$ cat config.mk
export PLATFORM = sky130hd
export DESIGN_NAME = wdnmi_device_flat
export DESIGN_NICKNAME = d
export VERILOG_FILES = /design/src/core/wdnmi_pkg.sv /design/src/core/wdnmi_if.sv /design/src/core/wdnmi_device.sv /design/src/flat_wrapper.sv
export SDC_FILE = /design/constraint.sdc
export NUM_CORES = 1
export LEC_CHECK = 0
export BUFFER_PORTS_ARGS = -buffer_cell sky130_fd_sc_hd__buf_4
export CAP_MARGIN = 20
export CORE_UTILIZATION = 54
export DETAILED_ROUTE_END_ITERATION = 8
export HOLD_SLACK_MARGIN = 0.12
export PLACE_DENSITY = 0.83
export SYNTH_ARGS = -nofsm -noshare
export SYNTH_HDL_FRONTEND = slang
export SYNTH_SLANG_ARGS = --single-unit
$ cat constraint.sdc
create_clock -name pclk -period 2.7 [get_ports pclk]
set_clock_uncertainty 0.1 [all_clocks]
set_input_delay 0.405 -clock pclk [delete_from_list [all_inputs] [get_ports pclk]]
set_output_delay 0.405 -clock pclk [all_outputs]
set_load 0.02 [all_outputs]
$ cat src/core/wdnmi_pkg.sv
// package with register map, field positions, reset values and codes for the watchdog
package wdnmi_pkg;

    // register byte offsets on the apb bus
    localparam logic [7:0]  WDNMI_OFS_PROTECT = 8'h00; // system_protect_key
    localparam logic [7:0]  WDNMI_OFS_CLKCFG  = 8'h04; // watchdog_clock_config
    localparam logic [7:0]  WDNMI_OFS_CTRL    = 8'h08; // watchdog_control
    localparam logic [7:0]  WDNMI_OFS_CMP     = 8'h0c; // timeout_compare

    // protection key
    localparam logic [15:0] WDNMI_UNLOCK_KEY  = 16'h0096;

    // watchdog_clock_config field positions
    localparam int          WDNMI_CLK_SRC_LSB = 0;
    localparam int          WDNMI_CLK_DIV_LSB = 4;
    localparam int          WDNMI_CLK_DBG_BIT = 8;

    // watchdog_control field positions
    localparam int          WDNMI_RUN_LSB     = 0;
    localparam int          WDNMI_CLR_BIT     = 4;
    localparam int          WDNMI_STAT_BIT    = 8;
    localparam int          WDNMI_MODE_LSB    = 9;

    // run field codes
    localparam logic [3:0]  WDNMI_RUN_STOP    = 4'ha;
    localparam logic [3:0]  WDNMI_RUN_ACTIVE  = 4'h0;

    // reset values
    localparam logic [9:0]  WDNMI_CMP_RST     = 10'h3ff;
    localparam logic [1:0]  WDNMI_MODE_RST    = 2'h0;
    localparam logic [1:0]  WDNMI_SRC_RST     = 2'h0;
    localparam logic [1:0]  WDNMI_DIV_RST     = 2'h0;

    // prescaler width: largest documented ratio is 1/65,536
    localparam int          WDNMI_PRE_W       = 16;

    // operating modes of the match action field
    typedef enum logic [1:0] {
        WDNMI_MODE_RESET     = 2'h0,
        WDNMI_MODE_NMI       = 2'h1,
        WDNMI_MODE_NMI_RESET = 2'h2,
        WDNMI_MODE_RSVD      = 2'h3
    } wdnmi_mode_t;

    // host command codes
    typedef enum logic [2:0] {
        WDNMI_CMD_NONE   = 3'h0,
        WDNMI_CMD_CONFIG = 3'h1,
        WDNMI_CMD_START  = 3'h2,
        WDNMI_CMD_KICK   = 3'h3,
        WDNMI_CMD_STOP   = 3'h4
    } wdnmi_cmd_t;

endpackage

$ cat src/core/wdnmi_if.sv
// interface joining the watchdog with the cpu-side apb master
`timescale 1ns/1ps
interface wdnmi_if;
    logic        psel;
    logic        penable;
    logic        pwrite;
    logic [7:0]  paddr;
    logic [31:0] pwdata;
    logic [31:0] prdata;
    logic        pready;
    logic        pslverr;
    logic        nmi_pulse;   // one-cycle interrupt request
    logic        reset_pulse; // one-cycle system reset request

    modport device
    (
        input  psel, penable, pwrite, paddr, pwdata,
        output prdata, pready, pslverr, nmi_pulse, reset_pulse
    );
    modport host
    (
        output psel, penable, pwrite, paddr, pwdata,
        input  prdata, pready, pslverr, nmi_pulse, reset_pulse
    );
endinterface

$ cat src/core/wdnmi_device.sv
// watchdog timer with key protection, prescaler and nmi/reset on compare match
//
// Decided for this implementation: the address map and the APB interface to the registers.
`timescale 1ns/1ps

module wdnmi_device
    import wdnmi_pkg::*;
(
    input  wire logic pclk,       // apb and watchdog clock
    input  wire logic presetn,    // asynchronous active-low reset
    input  wire logic debug_mode, // cpu in debug mode, asynchronous
    input  wire logic [3:0] src_tick, // source oscillator ticks, one per source, same clock
    wdnmi_if.device   bus         // apb slave and request outputs
);
    import wdnmi_pkg::*;

    logic                   unlocked_reg;   // protection removed
    logic [1:0]             src_reg;        // counter_source_select
    logic [1:0]             div_reg;        // counter_divider_select
    logic                   dbg_run_reg;    // debug_keep_running
    wdnmi_mode_t            mode_reg;       // match_action_select
    logic                   stat_reg;       // interrupt_raised_status
    logic                   running_reg;    // run state
    logic [9:0]             cmp_reg;        // compare_value
    logic [9:0]             cnt_reg;        // the watchdog counter
    logic [WDNMI_PRE_W-1:0] pre_reg;        // prescaler
    logic [2:0]             dbg_sync_reg;   // debug input synchroniser
    logic                   dbg_reg;        // filtered debug level
    logic                   nmi_reg;        // nmi pulse
    logic                   rst_reg;        // reset pulse
    logic [31:0]            rdata_reg;      // read data

    logic wr_en;      // apb write access
    logic rd_en;      // apb read access
    logic prot_wr;    // protected write allowed
    logic clr_wr;     // counter clear strobe
    logic sel_tick;   // selected source pulse
    logic div_done;   // prescaler wrapped
    logic tick;       // counter operating tick
    logic match;      // compare match this tick
    logic [WDNMI_PRE_W-1:0] div_limit;

    // the slave answers in the first access cycle, no wait states
    assign bus.pready  = 1'b1;
    assign bus.pslverr = 1'b0;
    assign bus.prdata  = rdata_reg;
    assign bus.nmi_pulse   = nmi_reg;
    assign bus.reset_pulse = rst_reg;

    assign wr_en   = bus.psel && bus.penable && bus.pwrite;
    assign rd_en   = bus.psel && !bus.penable && !bus.pwrite;
    assign prot_wr = wr_en && unlocked_reg;
    assign clr_wr  = prot_wr && (bus.paddr == WDNMI_OFS_CTRL)
                     && bus.pwdata[WDNMI_CLR_BIT]; // writing zero is ignored

    // divide ratio per source and divider selection
    function automatic logic [WDNMI_PRE_W-1:0] ratio_m1(input logic [1:0] s, input logic [1:0] d);
        logic [WDNMI_PRE_W-1:0] r;
        r = 16'hffff;
        if (s == 2'h3)
            r = 16'h0000;  // external input, 1/1
        else if (s == 2'h1)
            r = 16'h007f;  // low-speed source, 1/128
        else
            case (d)
                2'h0: r = 16'h1fff;
                2'h1: r = 16'h3fff;
                2'h2: r = 16'h7fff;
                default: r = 16'hffff;
            endcase
        return r;
    endfunction

    assign div_limit = ratio_m1(src_reg, div_reg);
    assign sel_tick  = src_tick[src_reg];
    assign div_done  = sel_tick && (pre_reg == div_limit);
    // clock gated while frozen in debug
    assign tick      = div_done && running_reg && (dbg_run_reg || !dbg_reg);
    assign match     = tick && (cnt_reg == cmp_reg);

    // debug level through three flops; change accepted when last two agree
    always_ff @(posedge pclk or negedge presetn)
    begin
        if (!presetn)
        begin
            dbg_sync_reg <= 3'h0;
            dbg_reg      <= 1'b0;
        end
        else
        begin
            dbg_sync_reg <= {dbg_sync_reg[1:0], debug_mode};
            if (dbg_sync_reg[2] == dbg_sync_reg[1])
                dbg_reg <= dbg_sync_reg[2];
        end
    end

    // key register: only the exact key unlocks, anything else relocks
    always_ff @(posedge pclk or negedge presetn)
    begin
        if (!presetn)
            unlocked_reg <= 1'b0;
        else if (wr_en && bus.paddr == WDNMI_OFS_PROTECT)
            unlocked_reg <= (bus.pwdata[15:0] == WDNMI_UNLOCK_KEY);
    end

    // protected configuration fields
    always_ff @(posedge pclk or negedge presetn)
    begin
        if (!presetn)
        begin
            src_reg     <= WDNMI_SRC_RST;
            div_reg     <= WDNMI_DIV_RST;
            dbg_run_reg <= 1'b0;
            mode_reg    <= WDNMI_MODE_RESET;
            running_reg <= 1'b0; // stopped after reset
            cmp_reg     <= WDNMI_CMP_RST;
        end
        else if (prot_wr)
        begin
            if (bus.paddr == WDNMI_OFS_CLKCFG)
            begin
                src_reg     <= bus.pwdata[WDNMI_CLK_SRC_LSB +: 2];
                div_reg     <= bus.pwdata[WDNMI_CLK_DIV_LSB +: 2];
                dbg_run_reg <= bus.pwdata[WDNMI_CLK_DBG_BIT];
            end
            else if (bus.paddr == WDNMI_OFS_CTRL)
            begin
                mode_reg    <= wdnmi_mode_t'(bus.pwdata[WDNMI_MODE_LSB +: 2]);
                running_reg <= (bus.pwdata[WDNMI_RUN_LSB +: 4] != WDNMI_RUN_STOP);
            end
            else if (bus.paddr == WDNMI_OFS_CMP)
                cmp_reg <= bus.pwdata[9:0];
        end
    end

    // prescaler; a frozen debug state also holds it
    always_ff @(posedge pclk or negedge presetn)
    begin
        if (!presetn)
            pre_reg <= '0;
        else if (clr_wr)
            pre_reg <= '0;
        else if (sel_tick && running_reg && (dbg_run_reg || !dbg_reg))
            pre_reg <= div_done ? '0 : pre_reg + WDNMI_PRE_W'(1);
    end

    // counter: clear wins, match wraps to zero, else counts up
    always_ff @(posedge pclk or negedge presetn)
    begin
        if (!presetn)
            cnt_reg <= 10'h000;
        else if (clr_wr)
            cnt_reg <= 10'h000;
        else if (match)
            cnt_reg <= 10'h000;
        else if (tick)
            cnt_reg <= cnt_reg + 10'h001;
    end

    // match actions; reserved mode issues nothing
    always_ff @(posedge pclk or negedge presetn)
    begin
        if (!presetn)
        begin
            nmi_reg  <= 1'b0;
            rst_reg  <= 1'b0;
            stat_reg <= 1'b0;
        end
        else
        begin
            nmi_reg <= 1'b0; // pulses last one cycle
            rst_reg <= 1'b0;
            if (match && (mode_reg == WDNMI_MODE_RESET ||
                          (mode_reg == WDNMI_MODE_NMI_RESET && stat_reg)))
                rst_reg <= 1'b1;
            else if (match && (mode_reg == WDNMI_MODE_NMI ||
                               mode_reg == WDNMI_MODE_NMI_RESET))
                nmi_reg <= 1'b1;
            // a new nmi in the clear cycle wins over the clear
            if (match && !rst_reg && (mode_reg == WDNMI_MODE_NMI ||
                (mode_reg == WDNMI_MODE_NMI_RESET && !stat_reg)))
                stat_reg <= 1'b1;
            else if (clr_wr)
                stat_reg <= 1'b0;
        end
    end

    // read data captured in the setup cycle, shown in the access cycle
    always_ff @(posedge pclk or negedge presetn)
    begin
        if (!presetn)
            rdata_reg <= 32'h0000_0000;
        else if (rd_en)
        begin
            rdata_reg <= 32'h0000_0000;
            if (bus.paddr == WDNMI_OFS_PROTECT)
                rdata_reg[0] <= unlocked_reg;
            else if (bus.paddr == WDNMI_OFS_CLKCFG)
            begin
                rdata_reg[WDNMI_CLK_SRC_LSB +: 2] <= src_reg;
                rdata_reg[WDNMI_CLK_DIV_LSB +: 2] <= div_reg;
                rdata_reg[WDNMI_CLK_DBG_BIT]      <= dbg_run_reg;
            end
            else if (bus.paddr == WDNMI_OFS_CTRL)
            begin
                rdata_reg[WDNMI_RUN_LSB +: 4]  <= running_reg ? WDNMI_RUN_ACTIVE
                                                              : WDNMI_RUN_STOP;
                rdata_reg[WDNMI_STAT_BIT]      <= stat_reg;
                rdata_reg[WDNMI_MODE_LSB +: 2] <= mode_reg;
                // clear bit always reads zero
            end
            else if (bus.paddr == WDNMI_OFS_CMP)
                rdata_reg[9:0] <= cmp_reg;
        end
    end

endmodule

$ cat src/flat_wrapper.sv
// flat-port wrapper written by rule: the top's interface ports become plain ports
module wdnmi_device_flat import wdnmi_pkg::*;
  (pclk, presetn, debug_mode, src_tick, bus_psel, bus_penable, bus_pwrite, bus_paddr, bus_pwdata, bus_prdata, bus_pready, bus_pslverr, bus_nmi_pulse, bus_reset_pulse);
  wdnmi_if bus_i ();
  input  wire logic pclk;
  input  wire logic presetn;
  input  wire logic debug_mode;
  input  wire logic [3:0] src_tick;
  input wire logic [$bits(bus_i.psel)-1:0] bus_psel;
  input wire logic [$bits(bus_i.penable)-1:0] bus_penable;
  input wire logic [$bits(bus_i.pwrite)-1:0] bus_pwrite;
  input wire logic [$bits(bus_i.paddr)-1:0] bus_paddr;
  input wire logic [$bits(bus_i.pwdata)-1:0] bus_pwdata;
  output wire logic [$bits(bus_i.prdata)-1:0] bus_prdata;
  output wire logic [$bits(bus_i.pready)-1:0] bus_pready;
  output wire logic [$bits(bus_i.pslverr)-1:0] bus_pslverr;
  output wire logic [$bits(bus_i.nmi_pulse)-1:0] bus_nmi_pulse;
  output wire logic [$bits(bus_i.reset_pulse)-1:0] bus_reset_pulse;
  assign bus_i.psel = bus_psel;
  assign bus_i.penable = bus_penable;
  assign bus_i.pwrite = bus_pwrite;
  assign bus_i.paddr = bus_paddr;
  assign bus_i.pwdata = bus_pwdata;
  assign bus_prdata = bus_i.prdata;
  assign bus_pready = bus_i.pready;
  assign bus_pslverr = bus_i.pslverr;
  assign bus_nmi_pulse = bus_i.nmi_pulse;
  assign bus_reset_pulse = bus_i.reset_pulse;
  wdnmi_device u_core (.pclk(pclk), .presetn(presetn), .debug_mode(debug_mode), .src_tick(src_tick), .bus(bus_i));
endmodule
* Yosys cells after proc, flatten, opt, wreduce, memory -nomap -nowiden
Cells that the tools add are included.
** Storage, ports and cells
- Register bits after elaboration :: 63
- Bits in latches :: 0
- Bits in writable memories :: 0
- Memory bits (read-only) :: 0
- Bits of input ports :: 50
- Output and inout port bits :: 36
- Logic and storage cells :: 102
- Memories :: 0
** Cells by class
- Add/sub/neg operators :: 2
- Multiply operators :: 0
- Divide/modulo/power cells :: 0
- Order comparisons :: 1
- Equal/unequal tests :: 14
- Shift-type cells :: 0
- Mux-type cells :: 30
- Bitwise gates (word level) :: 2
- Reductions and logical operators :: 38
** Operators with widths (number)
- 16-bit two-way mux :: 5
- 10-bit two-way mux :: 5
- 16-bit one-hot mux with 3 select lines :: 1
- 1-bit logical AND :: 20
- 16-bit by 1-bit adder with 16-bit output, second input constant :: 1
- 16-bit == test :: 1
- 16-bit by 8-bit == test with 1-bit output, second input constant :: 1
- 8-bit by 4-bit == test with 1-bit output, second input constant :: 2
- 2-bit two-way mux :: 6
- 4-bit two-way mux :: 3
- 10-bit by 1-bit adder with 10-bit output, second input constant :: 1
- 10-bit == test :: 1
- 1-bit two-way mux :: 9
- 8-bit by 3-bit == test with 1-bit output, second input constant :: 1
- 8-bit zero test :: 1
- 2-bit by 1-bit == test with 1-bit output, second input constant :: 3
- 2-bit == test, second input constant :: 3
- 1-bit zero test :: 5
- 2-bit zero test :: 2
- 1-bit logical OR :: 4
- 4-bit inequality test, second input constant :: 1
- 4-bit AND reduction :: 1
- 2-bit nonzero test :: 2
- 2-bit by 3-bit less-than comparator with 1-bit output, second input constant :: 1
- 6 further kinds :: 7

* Depth between registers and ports, before layout
- Word-level depth :: 12
- Depth in mapped cells :: 8
- Depth with buffers taken out :: 7

* Worst setup path after synthesis
OpenSTA, ideal clock, no wires.
- Path kind :: input-to-reg
- From :: in bus_paddr[5]
- To :: reg u_core.dbg_run_reg
- Library setup time :: 0.125 ns
- Data arrival time :: 1.842 ns
- Data required time :: 2.475 ns
- Path slack :: 0.634 ns
- Stages on the path :: 6
- Buffers on the path :: 1
- Path through :: nor4_2 > and2_1 > nand2_1 > or4_1 > clkbuf_1 > mux2_2
** On the way
- Word-level cells in the longest chain between the ends :: 2
** Ends and longest elaborated chain
- start: declaration :: RTL line flat_wrapper.sv:12 : input wire logic [$bits(bus_i.paddr)-1:0] bus_paddr;
- 8-bit by 3-bit == test with 1-bit output :: RTL line wdnmi_device.sv:120 : if (bus.paddr == WDNMI_OFS_CLKCFG)
- 2-bit AND reduction (no source line)
- end signal: assignment :: RTL line wdnmi_device.sv:124 : dbg_run_reg <= bus.pwdata[WDNMI_CLK_DBG_BIT];
- end: declaration :: RTL line wdnmi_device.sv:20 : logic dbg_run_reg;
Every way passes these cells.
A chain may end at the register's enable or synchronous reset.

* Final worst setup path
- From :: reg u_core.src_reg[0]
- To :: reg u_core.pre_reg[9]
** On the way
- Word-level cells in the longest chain between the ends :: 8
- Elaborated cells on any way between the ends :: 14
- Classes of those cells :: eq/ne: 3; mux: 7; reduce/logical: 4
** Ends and longest elaborated chain
- start: declaration :: RTL line wdnmi_device.sv:18 : logic [1:0] src_reg;
- start signal: assignment :: RTL line wdnmi_device.sv:122 : src_reg <= bus.pwdata[WDNMI_CLK_SRC_LSB +: 2];
- 2-bit by 1-bit == test with 1-bit output :: RTL line wdnmi_device.sv:62 : else if (s == 2'h1)
- 16-bit two-way mux :: RTL line wdnmi_device.sv:62
- 16-bit two-way mux :: RTL line wdnmi_device.sv:60 : if (s == 2'h3)
- 16-bit == test :: RTL line wdnmi_device.sv:76 : assign div_done = sel_tick && (pre_reg == div_limit);
- 1-bit logical AND :: RTL line wdnmi_device.sv:76
- 16-bit two-way mux :: RTL line wdnmi_device.sv:144 : pre_reg <= div_done ? '0 : pre_reg + WDNMI_PRE_W'(1);
- 16-bit two-way mux :: RTL line wdnmi_device.sv:143 : else if (sel_tick && running_reg && (dbg_run_reg || !dbg_reg))
- 16-bit two-way mux :: RTL line wdnmi_device.sv:141 : else if (clr_wr)
- end signal: assignment :: RTL line wdnmi_device.sv:144
- end: declaration :: RTL line wdnmi_device.sv:26 : logic [WDNMI_PRE_W-1:0] pre_reg;
Several ways; a longest one is shown, not always the timed one. The select of a mux whose other input is x is not followed.

==> report_table.html <==
<table>
<tr><th>Metric</th><th>Value</th></tr>
<tr><th colspan="2">CTS</th></tr>
<tr><td>Clock Path Buffers</td><td>2</td></tr>
<tr><td>Clock latency of the later-clocked register in the worst-skew pair</td><td>350 ps</td></tr>
<tr><td>Master cell of the clock root buffer</td><td>clkbuf_8</td></tr>
<tr><td>Number of CTS-inserted buffers</td><td>9</td></tr>
<tr><td>Clock tree from TritonCTS</td><td>built</td></tr>
<tr><td>Clock slew at the register clock pins of the worst setup and hold paths</td><td>70 ps</td></tr>
<tr><td>Count of clock tree sinks</td><td>63</td></tr>
<tr><td>Cts repair resizes</td><td>0</td></tr>
<tr><td>H-tree levels</td><td>3</td></tr>
<tr><td>Post-CTS setup-driven buffer insertion count</td><td>0</td></tr>
<tr><th colspan="2">Worst setup path</th></tr>
<tr><td>Beginning of the critical path</td><td>u_core.src_reg[0]</td></tr>
<tr><td>Critical path buffers and inverters</td><td>0</td></tr>
<tr><td>Worst path top cell family by delay</td><td>simple AND/OR/NAND/NOR gates</td></tr>
<tr><td>Cells traversed along the worst timing path</td><td>mux4_2 -&gt; nand3_1 -&gt; nand2_1 -&gt; and3_1 -&gt; xnor2_1 -&gt; nor2_1</td></tr>
<tr><td>Critical path capture point type</td><td>flip-flop</td></tr>
<tr><td>Required time at the worst-slack endpoint</td><td>2830 ps</td></tr>
<tr><td>FF-to-FF path depth</td><td>6</td></tr>
<tr><td>Worst r2r dst</td><td>u_core.pre_reg[9]</td></tr>
<tr><td>Critical Path Start Type</td><td>flip-flop</td></tr>
<tr><td>Cell at the slowest stage of the critical path</td><td>mux4_2</td></tr>
<tr><td>Critical path class</td><td>reg2reg</td></tr>
<tr><td>FF-to-FF setup slack</td><td>340 ps</td></tr>
<tr><td>Largest fanout on the critical path</td><td>9</td></tr>
<tr><td>Number of cells on the critical path</td><td>6</td></tr>
<tr><td>Largest incremental delay on the critical path</td><td>610 ps</td></tr>
<tr><td>Signal arrival time at the worst endpoint</td><td>2490 ps</td></tr>
<tr><td>Startpoint of the worst-slack reg-to-reg timing path</td><td>u_core.src_reg[0]</td></tr>
<tr><th colspan="2">Floorplan</th></tr>
<tr><td>Initial standard-cell utilization of the core</td><td>0.559</td></tr>
<tr><td>Floorplan row count</td><td>29</td></tr>
<tr><td>Area of the die</td><td>6900 um^2</td></tr>
<tr><td>Width of the die</td><td>83.1 um</td></tr>
<tr><td>Die Height</td><td>83.1 um</td></tr>
<tr><td>Top-level port count</td><td>86</td></tr>
<tr><td>Area of the core</td><td>6350 um^2</td></tr>
<tr><th colspan="2">STA</th></tr>
<tr><td>Maximum clock frequency</td><td>0.424 GHz</td></tr>
<tr><td>Post-layout worst setup margin</td><td>339 ps</td></tr>
<tr><td>Final hold viol count</td><td>0</td></tr>
<tr><td>Final period util</td><td>0.874</td></tr>
<tr><td>Unrepaired setup endpoints after global routing</td><td>false</td></tr>
<tr><td>Max-Slew Margin vs Limit</td><td>0.474</td></tr>
<tr><td>Pins over their slew limit</td><td>0</td></tr>
<tr><td>Clock period minus worst slack</td><td>2360 ps</td></tr>
<tr><td>Final setup fails</td><td>0</td></tr>
<tr><td>Slew of the pin with the lowest slew margin</td><td>790 ps</td></tr>
<tr><td>Setup TNS after final layout</td><td>0 ps</td></tr>
<tr><th colspan="2">Finish</th></tr>
<tr><td>Share of cells above drive strength 1</td><td>0.242</td></tr>
<tr><td>Final std cells w/o fill</td><td>494</td></tr>
<tr><td>Largest register FFs</td><td>16</td></tr>
<tr><td>Count of antenna diodes in the layout</td><td>0</td></tr>
<tr><td>Area Growth Syn to Fin</td><td>16.7%</td></tr>
<tr><td>Post-layout net count</td><td>467</td></tr>
<tr><td>Util after Layout</td><td>0.653</td></tr>
<tr><th colspan="2">Drt</th></tr>
<tr><td>Met3 wire length</td><td>452 um</td></tr>
<tr><td>Routed wl met2</td><td>3.75 mm</td></tr>
<tr><td>Remaining routing DRC violations</td><td>0</td></tr>
<tr><td>DR top layer</td><td>met4</td></tr>
<tr><td>Count of antenna-violating nets left after detailed routing</td><td>0</td></tr>
<tr><td>Wire length reported by the detailed router</td><td>8.04 mm</td></tr>
<tr><td>Drt pass-1 iters</td><td>4</td></tr>
<tr><td>Routed via count</td><td>2879</td></tr>
<tr><td>Wl on met1</td><td>3.65 mm</td></tr>
<tr><td>Violation count after the first detailed-route iteration</td><td>256</td></tr>
<tr><td>Routed length per instance</td><td>16.3 um</td></tr>
<tr><td>Average via count per standard cell</td><td>5.83</td></tr>
<tr><th colspan="2">Power and ir drop</th></tr>
<tr><td>Switching Power</td><td>0.000481 W</td></tr>
<tr><td>Fraction of power consumed by combinational cells</td><td>0.068</td></tr>
<tr><td>Switching power as a share of total power</td><td>0.225</td></tr>
<tr><td>Power per cell area</td><td>514 nW/um^2</td></tr>
<tr><td>Static power due to leakage</td><td>1.90 nW</td></tr>
<tr><td>Power share of the sequential group</td><td>0.455</td></tr>
<tr><td>Total power of the final layout</td><td>0.00213 W</td></tr>
<tr><td>Internal power of the cells</td><td>0.00165 W</td></tr>
<tr><td>Clock network fraction of total power</td><td>0.476</td></tr>
<tr><td>Peak supply drop</td><td>0.369 mV</td></tr>
<tr><th colspan="2">Place</th></tr>
<tr><td>Pre-CTS setup slack</td><td>317 ps</td></tr>
<tr><td>Count of input and output buffers</td><td>46</td></tr>
<tr><td>Instance count after placement with tap cells included</td><td>476</td></tr>
<tr><td>Placed wire-length estimate</td><td>5.83 mm</td></tr>
<tr><td>RD Place Congestion</td><td>0.842</td></tr>
<tr><th colspan="2">Logic synthesis</th></tr>
<tr><td>Synth top area cells</td><td>dfrtp_1 (37%), dfstp_2 (7.4%), mux2_2 (5.4%)</td></tr>
<tr><td>Number of unique standard cell types used by synthesis</td><td>56</td></tr>
<tr><td>Most common flop cell mapped by yosys</td><td>dfrtp_1</td></tr>
<tr><td>Post-synthesis cell type with the largest combined area</td><td>dfrtp_1</td></tr>
<tr><td>Proportion of synthesized flip-flops having asynchronous set or reset</td><td>1.00</td></tr>
<tr><td>Part of the Yosys area used for sequential elements</td><td>0.448</td></tr>
<tr><td>Count of state elements after synthesis</td><td>63</td></tr>
<tr><td>Post-Syn Area per Cell</td><td>9.83 um^2</td></tr>
<tr><td>Top cell type's share of synthesized area</td><td>0.374</td></tr>
<tr><td>Number of synthesized flops with an enable pin</td><td>0</td></tr>
<tr><td>Cell area after synthesis</td><td>3550 um^2</td></tr>
<tr><td>Number of warning messages in the yosys log</td><td>0</td></tr>
<tr><td>Cell count after synthesis</td><td>361</td></tr>
<tr><th colspan="2">Min path</th></tr>
<tr><td>Depth of the worst hold-timing path</td><td>3</td></tr>
<tr><td>Worst hold path class</td><td>in2reg</td></tr>
<tr><td>Launch point of the worst hold path</td><td>bus_pwdata[10]</td></tr>
<tr><td>Endpoint of the worst hold-timing path</td><td>u_core.mode_reg[1]</td></tr>
<tr><th colspan="2">GRT</th></tr>
<tr><td>Wire length of the first global-routing pass</td><td>13.2 mm</td></tr>
<tr><td>Aggregate global routing overflow</td><td>0</td></tr>
<tr><td>Antenna violations before repair</td><td>0</td></tr>
<tr><td>Gr usage total</td><td>0.244</td></tr>
<tr><td>Maximum number of pins on one net before global-route repair</td><td>64</td></tr>
<tr><td>Vias in the first global route</td><td>2741</td></tr>
<tr><th colspan="2">Status</th></tr>
<tr><td>Outcome</td><td>finished clean</td></tr>
<tr><th colspan="2">Run</th></tr>
<tr><td>Max Cap Violations</td><td>0</td></tr>
</table>
[power groups by stage]
stage / registers [W] / clock network, W / logic (W)
floorplan: 0.000984 / 0 / 0.0000958
global placement: 0.000988 / 0 / 0.000140
detailed placement: 0.000988 / 0 / 0.000143
CTS: 0.000971 / 0.00103 / 0.000146
global route: 0.000972 / 0.00106 / 0.000160
finish: 0.000971 / 0.00102 / 0.000145
[layer usage]
layer | vias up | global-route usage
li1 | 1357 | -
met1 | 1401 | 0.337
met2 | 103 | 0.366
met3 | 18 | 0.0596
met4 | 0 | 0.107
met5 | - | 0
[cell type report]
| cell class | instances | area, um^2 |
|---|---|---|
| flip-flops and latches | 63 | 1590 |
| multi-input cells | 277 | 1780 |
| repair buffers | 52 | 395 |
| inverters | 9 | 33.8 |
| clock inverters | 5 | 105 |
| clock buffers | 11 | 141 |
| fillers | 513 | 2210 |
| well taps | 77 | 96.3 |
[synthesized netlist by cell type (3+ instances only)]
library cell   n
a21oi_1       13
nor2_1        23
nand2b_1       6
nand3_1       20
a32oi_1        4
dfstp_2       10
inv_1          9
nor3_1         6
ha_1           5
mux2i_1        4
and4_1         4
nand2_1       39
dfrtp_1       53
nor4_1         7
nor4b_1        3
o21ai_0       16
buf_4         24
xnor2_1       11
and3_1         9
mux2_2        17
o31ai_1       10
and2_1         8
or4b_1         3
clkbuf_1       6
nand4_1        7
xor2_1         8
[cells by family (layout without fill, tap and decap cells)]
group	count (synthesis)	count (layout)	share of synthesized area
xor+xnor	19	19	0.0469
flops	63	63	0.448
buf+inv	42	77	0.0723
mux	22	22	0.0716
simple gates	149	149	0.229
other cells	2	23	0.00212
fa+ha+maj	6	6	0.0204
compound gates	58	58	0.110
[worst register-to-register path, cell delays in order (launching register included)]
cell and delay (ps):
dfrtp_1 540, mux4_2 610, nand3_1 260, nand2_1 280, and3_1 270, xnor2_1 130, nor2_1 50
[worst max-delay path by stage]
| stage | endpoint | slack (ps) |
|---|---|---|
| 4_1_cts | u_core.pre_reg[9] | 320 |
| 2_1_floorplan | u_core.dbg_run_reg | 630 |
| 5_1_grt | u_core.cnt_reg[5] | 140 |
| 3_3_place_gp | u_core.cmp_reg[6] | 350 |
| 6_report | u_core.pre_reg[9] | 340 |
| 3_5_place_dp | u_core.src_reg[1] | 320 |
[stage by stage]
step,instance area [um^2],hold WS [ps]
floorplan,3630,9.41
global placement,3880,236
detailed placement,3880,239
CTS,4140,168
global route,4140,179
finish,4140,179
[layout by cell type (no fill, tap or decap), types with 5 or more instances in the layout]
master / Yosys / layout
a21oi_1: 13 / 13
nand4_1: 7 / 7
o21ai_0: 16 / 16
nor4_1: 7 / 7
nand3_1: 20 / 20
buf_4: 24 / 50
nor3_1: 6 / 6
clkbuf_8: 0 / 10
dfrtp_1: 53 / 53
ha_1: 5 / 5
dfstp_2: 10 / 10
conb_1: 2 / 23
o31ai_1: 10 / 10
nand2b_1: 6 / 6
nor2_1: 23 / 23
and3_1: 9 / 9
and2_1: 8 / 8
xnor2_1: 11 / 11
mux2_2: 17 / 17
inv_1: 9 / 9
nand2_1: 39 / 39
xor2_1: 8 / 8
[what timing repair did]
item,in CTS,in global routing
hold buffers,2,0
hold endpoints to repair,54,0
endpoints found under the setup margin,0,0
(Power assumes the default switching activity.)
